<file path="config.mk">
export PLATFORM = sky130hd
export DESIGN_NAME = dtc_timer
export DESIGN_NICKNAME = d
export VERILOG_FILES = /design/src/design/dtc_timer.v
export VERILOG_INCLUDE_DIRS = /design/src /design/src/include
export SDC_FILE = /design/constraint.sdc
export NUM_CORES = 1
export LEC_CHECK = 0
export ABC_CLOCK_PERIOD_IN_PS = 3200
export BUFFER_PORTS_ARGS = -buffer_cell sky130_fd_sc_hd__clkbuf_2
export CORE_MARGIN = 2
export CORE_UTILIZATION = 25
export DETAILED_ROUTE_END_ITERATION = 8
export GPL_ROUTABILITY_DRIVEN = 0
export PLACE_DENSITY = 0.36
export SETUP_SLACK_MARGIN = 0.1
export SLEW_MARGIN = 20
export SYNTH_ARGS = -nofsm -noshare
export SYNTH_HDL_FRONTEND = slang
export SYNTH_SLANG_ARGS = --single-unit
export TNS_END_PERCENT = 30
</file>
<file path="constraint.sdc">
create_clock -name sys_clk_in -period 3.2 [get_ports sys_clk_in]
set_input_delay 0 -clock sys_clk_in [delete_from_list [all_inputs] [get_ports sys_clk_in]]
set_output_delay 0 -clock sys_clk_in [all_outputs]
set_load 0.03 [all_outputs]
</file>
<file path="src/include/dtc_timer_regs.vh">
// Register map, field positions and reset values of the dual 8-bit timer block.
`ifndef DTC_TIMER_REGS_VH
`define DTC_TIMER_REGS_VH

// ----------------------------------------------------------------------------
// Register offsets
// ----------------------------------------------------------------------------
`define DTC_ADDR_W 8
`define DTC_OFF_CHAN1_CONTROL 8'h25
`define DTC_OFF_CHAN0_CONTROL 8'h33
`define DTC_OFF_CHAN0_COUNT 8'h32
`define DTC_OFF_CHAN0_COMPARE 8'h3c
`define DTC_OFF_CHAN1_COUNT 8'h24
`define DTC_OFF_CHAN1_COMPARE 8'h23
`define DTC_OFF_PIN_DIR 8'h37
`define DTC_OFF_FLAGS 8'h38

// ----------------------------------------------------------------------------
// Control register fields
// ----------------------------------------------------------------------------
`define DTC_CTL_FORCE 7
`define DTC_CTL_MOD_EN 6
`define DTC_CTL_ACT_HI 5
`define DTC_CTL_ACT_LO 4
`define DTC_CTL_CLR_ON_MATCH 3
`define DTC_CTL_CLK_HI 2
`define DTC_CTL_CLK_LO 0

// ----------------------------------------------------------------------------
// Flag and pin direction fields
// ----------------------------------------------------------------------------
`define DTC_FLG_CH0_OVF 0
`define DTC_FLG_CH0_CMP 1
`define DTC_FLG_CH1_OVF 2
`define DTC_FLG_CH1_CMP 3
`define DTC_DIR_CH0 0
`define DTC_DIR_CH1 1

// ----------------------------------------------------------------------------
// Reset values and counter limits
// ----------------------------------------------------------------------------
`define DTC_RST_CONTROL 8'h00
`define DTC_RST_COUNT 8'h00
`define DTC_RST_COMPARE 8'h00
`define DTC_RST_FLAGS 4'h0
`define DTC_RST_DIR 2'h0
`define DTC_CNT_MAX 8'hff
`define DTC_CNT_MIN 8'h00
`define DTC_PRE_RST 10'h000

`endif

</file>
<file path="src/design/dtc_timer.v">
// Dual 8-bit timer/counter with compare output, modulation and register port.
//
// Notes on behaviour
// - Writing force bit applies configured match action to the pin immediately.
// - Forced match sets no compare flag and never clears the counter.
// - Action bits written with force bit take effect from the next match or the next forced write.
// - Force bit reads zero and does nothing in modulation mode.
// - Match actions reach the pin only when its direction bit selects output.
// - Control bit 6 selects modulation mode; clearing it restores normal counting.
// - Normal mode actions: 00 disconnect, 01 toggle, 10 low, 11 high.
// - Clear-on-match zeroes counter one cycle after match in normal mode.
// - Modulation: clear-on-match low counts up/down, high wraps at maximum.
// - Channel 0 clocks: stop, clock, /8, /64, /256, /1024, pin fall, pin rise.
// - Channel 1 clocks: stop, source, /8, /32, /64, /128, /256, /1024.
// - External pin edges count even while the pin is driven as output.
// - Counters are 8-bit read/write, up in normal and wrapping modulation, up/down in up/down modulation.
// - After a counter write, counting resumes on the next timer clock.
// - A counter write blocks compare matches in the next timer clock.
// - Compare register checked every count; flag set two cycles after match.
// - Up/down modulation gives a phase-correct glitch-free 8-bit waveform.
// - Wrapping modulation gives twice the up/down waveform frequency.
// - Modulation actions: up/down 10 clear up set down; wrap 10 clear match set overflow.
// - Modulation compare writes buffer until counter maximum; reads return last write.
// - Up/down overflow flag sets on leaving zero; wrapping as in normal.
// - Channel 1 source clock is the main system clock by default.
`timescale 1ns/10ps
`include "dtc_timer_regs.vh"

// ----------------------------------------------------------------------------
// One timer channel: prescaler, counter, compare unit and pin logic
// ----------------------------------------------------------------------------
module dtc_chan #(
    parameter IS_CH0 = 1
) (
    input wire sys_clk_in,
    input wire resetn_in,
    input wire wr_ctrl_in,
    input wire wr_cnt_in,
    input wire wr_cmp_in,
    input wire [7:0] wdata_in,
    input wire pin_dir_in,
    input wire ext_in,
    output reg [7:0] ctrl_out,
    output reg [7:0] cnt_out,
    output reg [7:0] cmp_out,
    output reg pin_out,
    output reg pin_oe_out,
    output reg ovf_set_out,
    output reg cmp_set_out
);
    reg [9:0] pre_reg;
    reg [7:0] cmp_act_reg;
    reg ext_prev_reg;
    reg down_reg;
    reg block_reg;
    reg tick;
    reg match;
    reg [7:0] cnt_next;
    reg ovf_ev;
    reg pin_next;
    wire mod_en;
    wire clr_match;
    wire [1:0] act;
    wire [2:0] clk_sel;

    assign mod_en = ctrl_out[`DTC_CTL_MOD_EN];
    assign clr_match = ctrl_out[`DTC_CTL_CLR_ON_MATCH];
    assign act = ctrl_out[`DTC_CTL_ACT_HI:`DTC_CTL_ACT_LO];
    assign clk_sel = ctrl_out[`DTC_CTL_CLK_HI:`DTC_CTL_CLK_LO];

    // Prescaler runs free; each tap yields a one-cycle enable, never a clock.
    always @(posedge sys_clk_in or negedge resetn_in) begin
        if (!resetn_in) begin
            pre_reg <= `DTC_PRE_RST;
            ext_prev_reg <= 1'b0;
        end else begin
            pre_reg <= pre_reg + 10'h001;
            ext_prev_reg <= ext_in;
        end
    end

    // Timer clock enable from the clock select code.
    always @* begin
        tick = 1'b0;
        if (IS_CH0 != 0) begin
            case (clk_sel)
                3'h0: tick = 1'b0;
                3'h1: tick = 1'b1;
                3'h2: tick = (pre_reg[2:0] == 3'h7);
                3'h3: tick = (pre_reg[5:0] == 6'h3f);
                3'h4: tick = (pre_reg[7:0] == 8'hff);
                3'h5: tick = (pre_reg[9:0] == 10'h3ff);
                3'h6: tick = ext_prev_reg & ~ext_in;
                3'h7: tick = ~ext_prev_reg & ext_in;
                default: tick = 1'b0;
            endcase
        end else begin
            // The source is always the main clock; no crystal domain here.
            case (clk_sel)
                3'h0: tick = 1'b0;
                3'h1: tick = 1'b1;
                3'h2: tick = (pre_reg[2:0] == 3'h7);
                3'h3: tick = (pre_reg[4:0] == 5'h1f);
                3'h4: tick = (pre_reg[5:0] == 6'h3f);
                3'h5: tick = (pre_reg[6:0] == 7'h7f);
                3'h6: tick = (pre_reg[7:0] == 8'hff);
                3'h7: tick = (pre_reg[9:0] == 10'h3ff);
                default: tick = 1'b0;
            endcase
        end
    end

    // Next count, match and overflow for the current timer clock.
    always @* begin
        match = tick & ~block_reg & (cnt_out == cmp_act_reg);
        cnt_next = cnt_out;
        ovf_ev = 1'b0;
        pin_next = pin_out;
        if (tick) begin
            if (!mod_en) begin
                if (clr_match && match) begin
                    cnt_next = `DTC_CNT_MIN;
                end else begin
                    cnt_next = cnt_out + 8'h01;
                    ovf_ev = (cnt_out == `DTC_CNT_MAX);
                end
                case (act)
                    2'b00: pin_next = pin_out;
                    2'b01: pin_next = match ? ~pin_out : pin_out;
                    2'b10: pin_next = match ? 1'b0 : pin_out;
                    2'b11: pin_next = match ? 1'b1 : pin_out;
                    default: pin_next = pin_out;
                endcase
            end else if (clr_match) begin
                // Wrapping setting: one pass per 256 counts, twice up/down rate.
                cnt_next = cnt_out + 8'h01;
                ovf_ev = (cnt_out == `DTC_CNT_MAX);
                // Overflow wins so a compare value of maximum holds the pin steady.
                if (act[1]) begin
                    if (ovf_ev) begin
                        pin_next = ~act[0];
                    end else if (match) begin
                        pin_next = act[0];
                    end
                end
            end else begin
                // Up/down setting: symmetric around the top gives phase-correct pulses.
                if (!down_reg) begin
                    cnt_next = (cnt_out == `DTC_CNT_MAX) ? 8'hfe : cnt_out + 8'h01;
                end else begin
                    cnt_next = (cnt_out == `DTC_CNT_MIN) ? 8'h01 : cnt_out - 8'h01;
                end
                ovf_ev = down_reg & (cnt_out == `DTC_CNT_MIN);
                if (act[1] && match) begin
                    pin_next = down_reg ? ~act[0] : act[0];
                end
            end
        end
    end

    // Counter, direction, compare registers and the write-side effects.
    always @(posedge sys_clk_in or negedge resetn_in) begin
        if (!resetn_in) begin
            ctrl_out <= `DTC_RST_CONTROL;
            cnt_out <= `DTC_RST_COUNT;
            cmp_out <= `DTC_RST_COMPARE;
            cmp_act_reg <= `DTC_RST_COMPARE;
            down_reg <= 1'b0;
            block_reg <= 1'b0;
            pin_out <= 1'b0;
            pin_oe_out <= 1'b0;
            ovf_set_out <= 1'b0;
            cmp_set_out <= 1'b0;
        end else begin
            ovf_set_out <= ovf_ev;
            cmp_set_out <= match;
            pin_oe_out <= pin_dir_in & (act != 2'b00 );
            if (wr_ctrl_in) begin
                // Force bit is never stored, so it reads back zero.
                ctrl_out <= {1'b0, wdata_in[6:0]};
            end
            // Forced action uses the old action bits and touches no counter.
            if (wr_ctrl_in && wdata_in[`DTC_CTL_FORCE] && !mod_en) begin
                case (act)
                    2'b00: pin_out <= pin_out;
                    2'b01: pin_out <= ~pin_out;
                    2'b10: pin_out <= 1'b0;
                    2'b11: pin_out <= 1'b1;
                    default: pin_out <= pin_out;
                endcase
            end else begin
                pin_out <= pin_next;
            end
            if (wr_cnt_in) begin
                cnt_out <= wdata_in;
                block_reg <= 1'b1;
            end else if (tick) begin
                cnt_out <= cnt_next;
                block_reg <= 1'b0;
            end
            if (tick && mod_en && !clr_match) begin
                if (!down_reg && cnt_out == `DTC_CNT_MAX) begin
                    down_reg <= 1'b1;
                end else if (down_reg && cnt_out == `DTC_CNT_MIN) begin
                    down_reg <= 1'b0;
                end
            end else if (!mod_en || clr_match) begin
                down_reg <= 1'b0;
            end
            if (wr_cmp_in) begin
                cmp_out <= wdata_in;
            end
            // Buffered load at the top keeps pulses whole on unsynchronised writes.
            if (wr_cmp_in && !mod_en) begin
                cmp_act_reg <= wdata_in;
            end else if (mod_en && tick && cnt_out == `DTC_CNT_MAX) begin
                cmp_act_reg <= cmp_out;
            end else if (!mod_en) begin
                cmp_act_reg <= cmp_out;
            end
        end
    end
endmodule

// ----------------------------------------------------------------------------
// Top: register port, flags, pin direction and two channels
// ----------------------------------------------------------------------------
module dtc_timer (
    input wire sys_clk_in,
    input wire resetn_in,
    input wire [7:0] addr_in,
    input wire [7:0] wdata_in,
    input wire wr_in,
    input wire rd_in,
    input wire external_count_input_in,
    output reg [7:0] rdata_out,
    output wire chan0_compare_pin_out,
    output wire chan0_compare_pin_oe_out,
    output wire chan1_compare_pin_out,
    output wire chan1_compare_pin_oe_out
);
    reg [3:0] flags_reg;
    reg [1:0] dir_reg;
    reg [3:0] flags_next;
    reg [7:0] rd_mux;
    wire [7:0] ctrl0;
    wire [7:0] ctrl1;
    wire [7:0] cnt0;
    wire [7:0] cnt1;
    wire [7:0] cmp0;
    wire [7:0] cmp1;
    wire ovf0;
    wire ovf1;
    wire mat0;
    wire mat1;

    dtc_chan #(.IS_CH0(1)) u_chan0 (
        .sys_clk_in(sys_clk_in),
        .resetn_in(resetn_in),
        .wr_ctrl_in(wr_in && addr_in == `DTC_OFF_CHAN0_CONTROL),
        .wr_cnt_in(wr_in && addr_in == `DTC_OFF_CHAN0_COUNT),
        .wr_cmp_in(wr_in && addr_in == `DTC_OFF_CHAN0_COMPARE),
        .wdata_in(wdata_in),
        .pin_dir_in(dir_reg[`DTC_DIR_CH0]),
        .ext_in(external_count_input_in),
        .ctrl_out(ctrl0),
        .cnt_out(cnt0),
        .cmp_out(cmp0),
        .pin_out(chan0_compare_pin_out),
        .pin_oe_out(chan0_compare_pin_oe_out),
        .ovf_set_out(ovf0),
        .cmp_set_out(mat0)
    );

    dtc_chan #(.IS_CH0(0)) u_chan1 (
        .sys_clk_in(sys_clk_in),
        .resetn_in(resetn_in),
        .wr_ctrl_in(wr_in && addr_in == `DTC_OFF_CHAN1_CONTROL),
        .wr_cnt_in(wr_in && addr_in == `DTC_OFF_CHAN1_COUNT),
        .wr_cmp_in(wr_in && addr_in == `DTC_OFF_CHAN1_COMPARE),
        .wdata_in(wdata_in),
        .pin_dir_in(dir_reg[`DTC_DIR_CH1]),
        .ext_in(1'b0),
        .ctrl_out(ctrl1),
        .cnt_out(cnt1),
        .cmp_out(cmp1),
        .pin_out(chan1_compare_pin_out),
        .pin_oe_out(chan1_compare_pin_oe_out),
        .ovf_set_out(ovf1),
        .cmp_set_out(mat1)
    );

    // Flags clear on a written one, but a new event in the same cycle wins.
    always @* begin
        flags_next = flags_reg;
        if (wr_in && addr_in == `DTC_OFF_FLAGS) begin
            flags_next = flags_reg & ~wdata_in[3:0];
        end
        flags_next = flags_next | {mat1, ovf1, mat0, ovf0};
    end

    // Read multiplexer; unmapped addresses read as zero.
    always @* begin
        case (addr_in)
            `DTC_OFF_CHAN0_CONTROL: rd_mux = ctrl0;
            `DTC_OFF_CHAN0_COUNT: rd_mux = cnt0;
            `DTC_OFF_CHAN0_COMPARE: rd_mux = cmp0;
            `DTC_OFF_CHAN1_CONTROL: rd_mux = ctrl1;
            `DTC_OFF_CHAN1_COUNT: rd_mux = cnt1;
            `DTC_OFF_CHAN1_COMPARE: rd_mux = cmp1;
            `DTC_OFF_PIN_DIR: rd_mux = {6'h00, dir_reg};
            `DTC_OFF_FLAGS: rd_mux = {4'h0, flags_reg};
            default: rd_mux = 8'h00;
        endcase
    end

    // Register port state; read data stands only in the cycle after the strobe.
    always @(posedge sys_clk_in or negedge resetn_in) begin
        if (!resetn_in) begin
            flags_reg <= `DTC_RST_FLAGS;
            dir_reg <= `DTC_RST_DIR;
            rdata_out <= 8'h00;
        end else begin
            flags_reg <= flags_next;
            if (wr_in && addr_in == `DTC_OFF_PIN_DIR) begin
                dir_reg <= wdata_in[1:0];
            end
            rdata_out <= rd_in ? rd_mux : 8'h00;
        end
    end
endmodule

</file>
==> impl_metrics.csv <==
group,metric,value,unit
drt,drt-vias-per-instance,5.18,
sta,period_needed,2650,ps
critical_path,path_class,"flop to flop",
sta,finalHoldViolCount,0,
power_and_ir_drop,leakagePower,3.05,nW
final_layout,area_growth,11.1,%
clock_tree,cts.sinks,109,
critical_path,crit_path_max_incr_delay,560,ps
sta,slew_headroom,37.4,%
drt,first_iter_violations,436,
clock_tree,h-tree-depth,3,
synthesis,synth_edf_count,0,
sta,slew_violations,0,
sta,worst_pin_slew,938,ps
synthesis,seq_area_frac_synth,42.6,%
final_layout,n_antenna_cell,0,
sta,fmax,0.377,GHz
placement,place_ws,605,ps
sta,fin_setup_tns,0,ps
synthesis,syn_nets,667,
min_path,hp-class,"input pin to flop",
critical_path,cp-end-kind,"flop",
min_path,worstHoldStart,"addr_in[7]",
synthesis,netlist_area,0.00641,mm²
synthesis,ys_warn_count,0,
sta,period_share,82.8,%
synthesis,ys_ff_latch,109,
drt,via_count,5081,
final_layout,nNetsFinal,678,
critical_path,arrival,2900,ps
clock_tree,tritoncts,"done",
synthesis,synth_cells,635,
clock_tree,numCtsBuffers,9,
critical_path,path_max_fanout,8,
critical_path,cp_num_buf_inv,0,
clock_tree,path_clk_slew,70,ps
sta,rsz0062_at_grt,"false",
placement,dp_cells,963,
power_and_ir_drop,peakVddDrop,0.000214,V
critical_path,path_cells,"ha_1 -> and3_1 -> and3_1 -> nand3_1 -> a2111oi_1 -> o22ai_1 -> nor3b_2",
synthesis,synth_flop_cell,"dfrtp_1",
global_routing,grt_max_degree,76,
placement,io_buffers,32,
final_layout,layout-drive-gt1-share,19.2,%
synthesis,async_flop_share,100,%
sta,setup_violations,0,
clock_tree,post_cts_buffers,0,
placement,hpwl,14300,µm
floorplanning,rows,58,
global_routing,grt_pass1_wl,30700,µm
drt,dr.pass1.iters,5,
job,drv_cap,0,
drt,wire_per_inst,19.9,µm
final_layout,stdcell_count,981,
critical_path,critPathLaunchType,"flop",
clock_tree,clk_latency,360,ps
critical_path,critical_path.most_common_cell,"and3_1",
sta,timing.final.ws_setup,551,ps
critical_path,rrSetupSlack,550,ps
critical_path,cp_slowest_cell,"dfrtp_1",
global_routing,grt.overflow.total,0,
critical_path,worstPathRequired,3450,ps
sta,hold_ws,13.6,ps
drt,finalWirelength,19600,µm
min_path,hold-path-endpoint,"rdata_out[2]",
sta,skew,5.56,ps
drt,drc_errors,0,
critical_path,rr_endpoint,"u_chan0.pin_out",
min_path,hold_path_depth,4,
floorplanning,core-area,0.0252,mm²
clock_tree,clk_path_buf_depth,2,
floorplanning,die_h,164,µm
synthesis,synth_cell_types,82,
critical_path,worstRegToRegCells,7,
global_routing,track_usage,15.2,%
power_and_ir_drop,power,4.06,mW
floorplanning,die-area,0.0269,mm²
synthesis,synth.avg_cell_area,10.1,µm²
critical_path,r2r_start,"u_chan0.cnt_out[1]",
global_routing,grt_pass1_vias,4978,
floorplanning,initial_core_util,25.4,%
clock_tree,cts-root-buf,"clkbuf_16",
floorplanning,ios,33,
outcome,status,"complete, no violations",
drt,ant_nets,0,
critical_path,cpLargestDelayFamily,"simple AND/OR/NAND/NOR gates",
power_and_ir_drop,p_per_area,571,mW/mm²
floorplanning,die_w,164,µm
global_routing,antenna_found_initial,0,
[area by class of cell]
cell class                 instances  area [µm²]
timing repair buffer              42         246
clock inverter                     4        47.5
fill                            2630       18100
tap                              330         413
clock buffer                      12         246
sequential                       109        2730
multi-input combinational        468        3380
inverter                          16        60.1
[kinds of logic (layout without fill, tap and decap cells)]
kind of cell | count (synthesis) | count (layout) | share of synthesized area [%]
buffers and inverters | 58 | 74 | 4.73
adders and majority gates | 11 | 11 | 2.15
and+or+nand+nor | 207 | 207 | 18.4
muxes | 54 | 54 | 9.31
DFF | 109 | 109 | 42.6
AOI/OAI and AO/OA | 166 | 166 | 18.7
xor gates and xnor gates | 30 | 30 | 4.10
[tightest hold or removal path, cell delays in order]
cell and delay [ps]:
clkbuf_2 110, nor3b_4 80, nand2_1 80, a21oi_1 60
[cell usage after synthesis (all sizes together), types with 3 or more instances]
| cell type | instances | share of area [%] |
|---|---|---|
| inv | 16 | 0.94 |
| nor2 | 41 | 2.5 |
| a211oi | 4 | 0.47 |
| mux2i | 9 | 1.4 |
| a221oi | 8 | 1.1 |
| nor3b | 9 | 1.6 |
| and2 | 9 | 0.94 |
| o221a | 3 | 0.53 |
| a221o | 10 | 1.6 |
| xnor2 | 17 | 2.3 |
| nand2b | 8 | 0.90 |
| xor2 | 13 | 1.8 |
| a22o | 5 | 0.68 |
| a21oi | 37 | 2.9 |
| nand2 | 46 | 2.9 |
| o22ai | 12 | 1.2 |
| nor2b | 5 | 0.49 |
| clkbuf | 15 | 0.88 |
| a21boi | 3 | 0.35 |
| a2111oi | 4 | 0.86 |
| a21o | 4 | 0.47 |
| a31oi | 4 | 0.39 |
| o21ai | 29 | 2.5 |
| mux2 | 45 | 7.9 |
| a22oi | 9 | 1.1 |
| nand4 | 5 | 0.49 |
| nor3 | 12 | 1.1 |
| nor4 | 4 | 0.59 |
| a222oi | 3 | 0.47 |
| nand3 | 26 | 2.0 |
| o221ai | 5 | 0.68 |
| o21a | 5 | 0.59 |
| ha | 11 | 2.1 |
| and3 | 26 | 2.6 |
| dfrtp | 109 | 43 |
| buf | 27 | 2.9 |
| nand3b | 5 | 0.59 |
[how the worst max path moves through the flow]
stage                                  start                      to  slack, ps  depth (start not counted)
final                     u_chan0.cnt_out[1]         u_chan0.pin_out        550                          7
after global placement    u_chan0.cnt_out[1]         u_chan0.pin_out        700                          7
after floorplan           u_chan1.pre_reg[0]  u_chan1.cmp_act_reg[6]       1070                         10
after global routing      u_chan0.cnt_out[0]         u_chan0.pin_out        410                          7
after detailed placement  u_chan0.cnt_out[1]         u_chan0.pin_out        600                          7
after CTS                 u_chan0.cnt_out[1]         u_chan0.pin_out        600                          7
[report_power, final]
part | switching, mW | internal (mW) | leakage (nW)
combinational | 0.571 | 0.432 | 1.48
clock | 0.534 | 0.628 | 0.143
sequential | 0.352 | 1.55 | 1.43
total | 1.46 | 2.61 | 3.05
[timing repair]
item / 4_1_cts / 5_1_grt
gates resized for setup: 0 / 0
hold buffers: 2 / 0
hold endpoints to repair: 74 / 0
[routing by layer]
layer	up-vias	wire length [µm]	track usage (%)
li1	2390	-	-
met1	2560	9900	22.8
met2	117	8600	22.3
met3	14	828	2.53
met4	0	235	3.95
met5	-	0	0
[cells in the final DEF (no fill, tap or decap), drive strengths merged, types with 8 or more instances in the layout]
| cell | n |
|---|---|
| xnor2 | 17 |
| o22ai | 12 |
| a21oi | 37 |
| o21ai | 29 |
| mux2i | 9 |
| nand2 | 46 |
| xor2 | 13 |
| a221oi | 8 |
| a22oi | 9 |
| clkbuf | 43 |
| mux2 | 45 |
| nor3 | 12 |
| nand3 | 26 |
| buf | 9 |
| and3 | 26 |
| dfrtp | 109 |
| nor3b | 9 |
| a221o | 10 |
| ha | 11 |
| nand2b | 8 |
| nor2 | 41 |
| and2 | 9 |
| inv | 16 |
[through the flow]
stage	instance area (µm²)	utilization [%]
6_report	7120	28.3
5_1_grt	7120	28.3
4_1_cts	7110	28.3
3_5_place_dp	6800	27.0
3_3_place_gp	6800	27.0
2_1_floorplan	6410	-
Power figures use the tool's default switching activity.
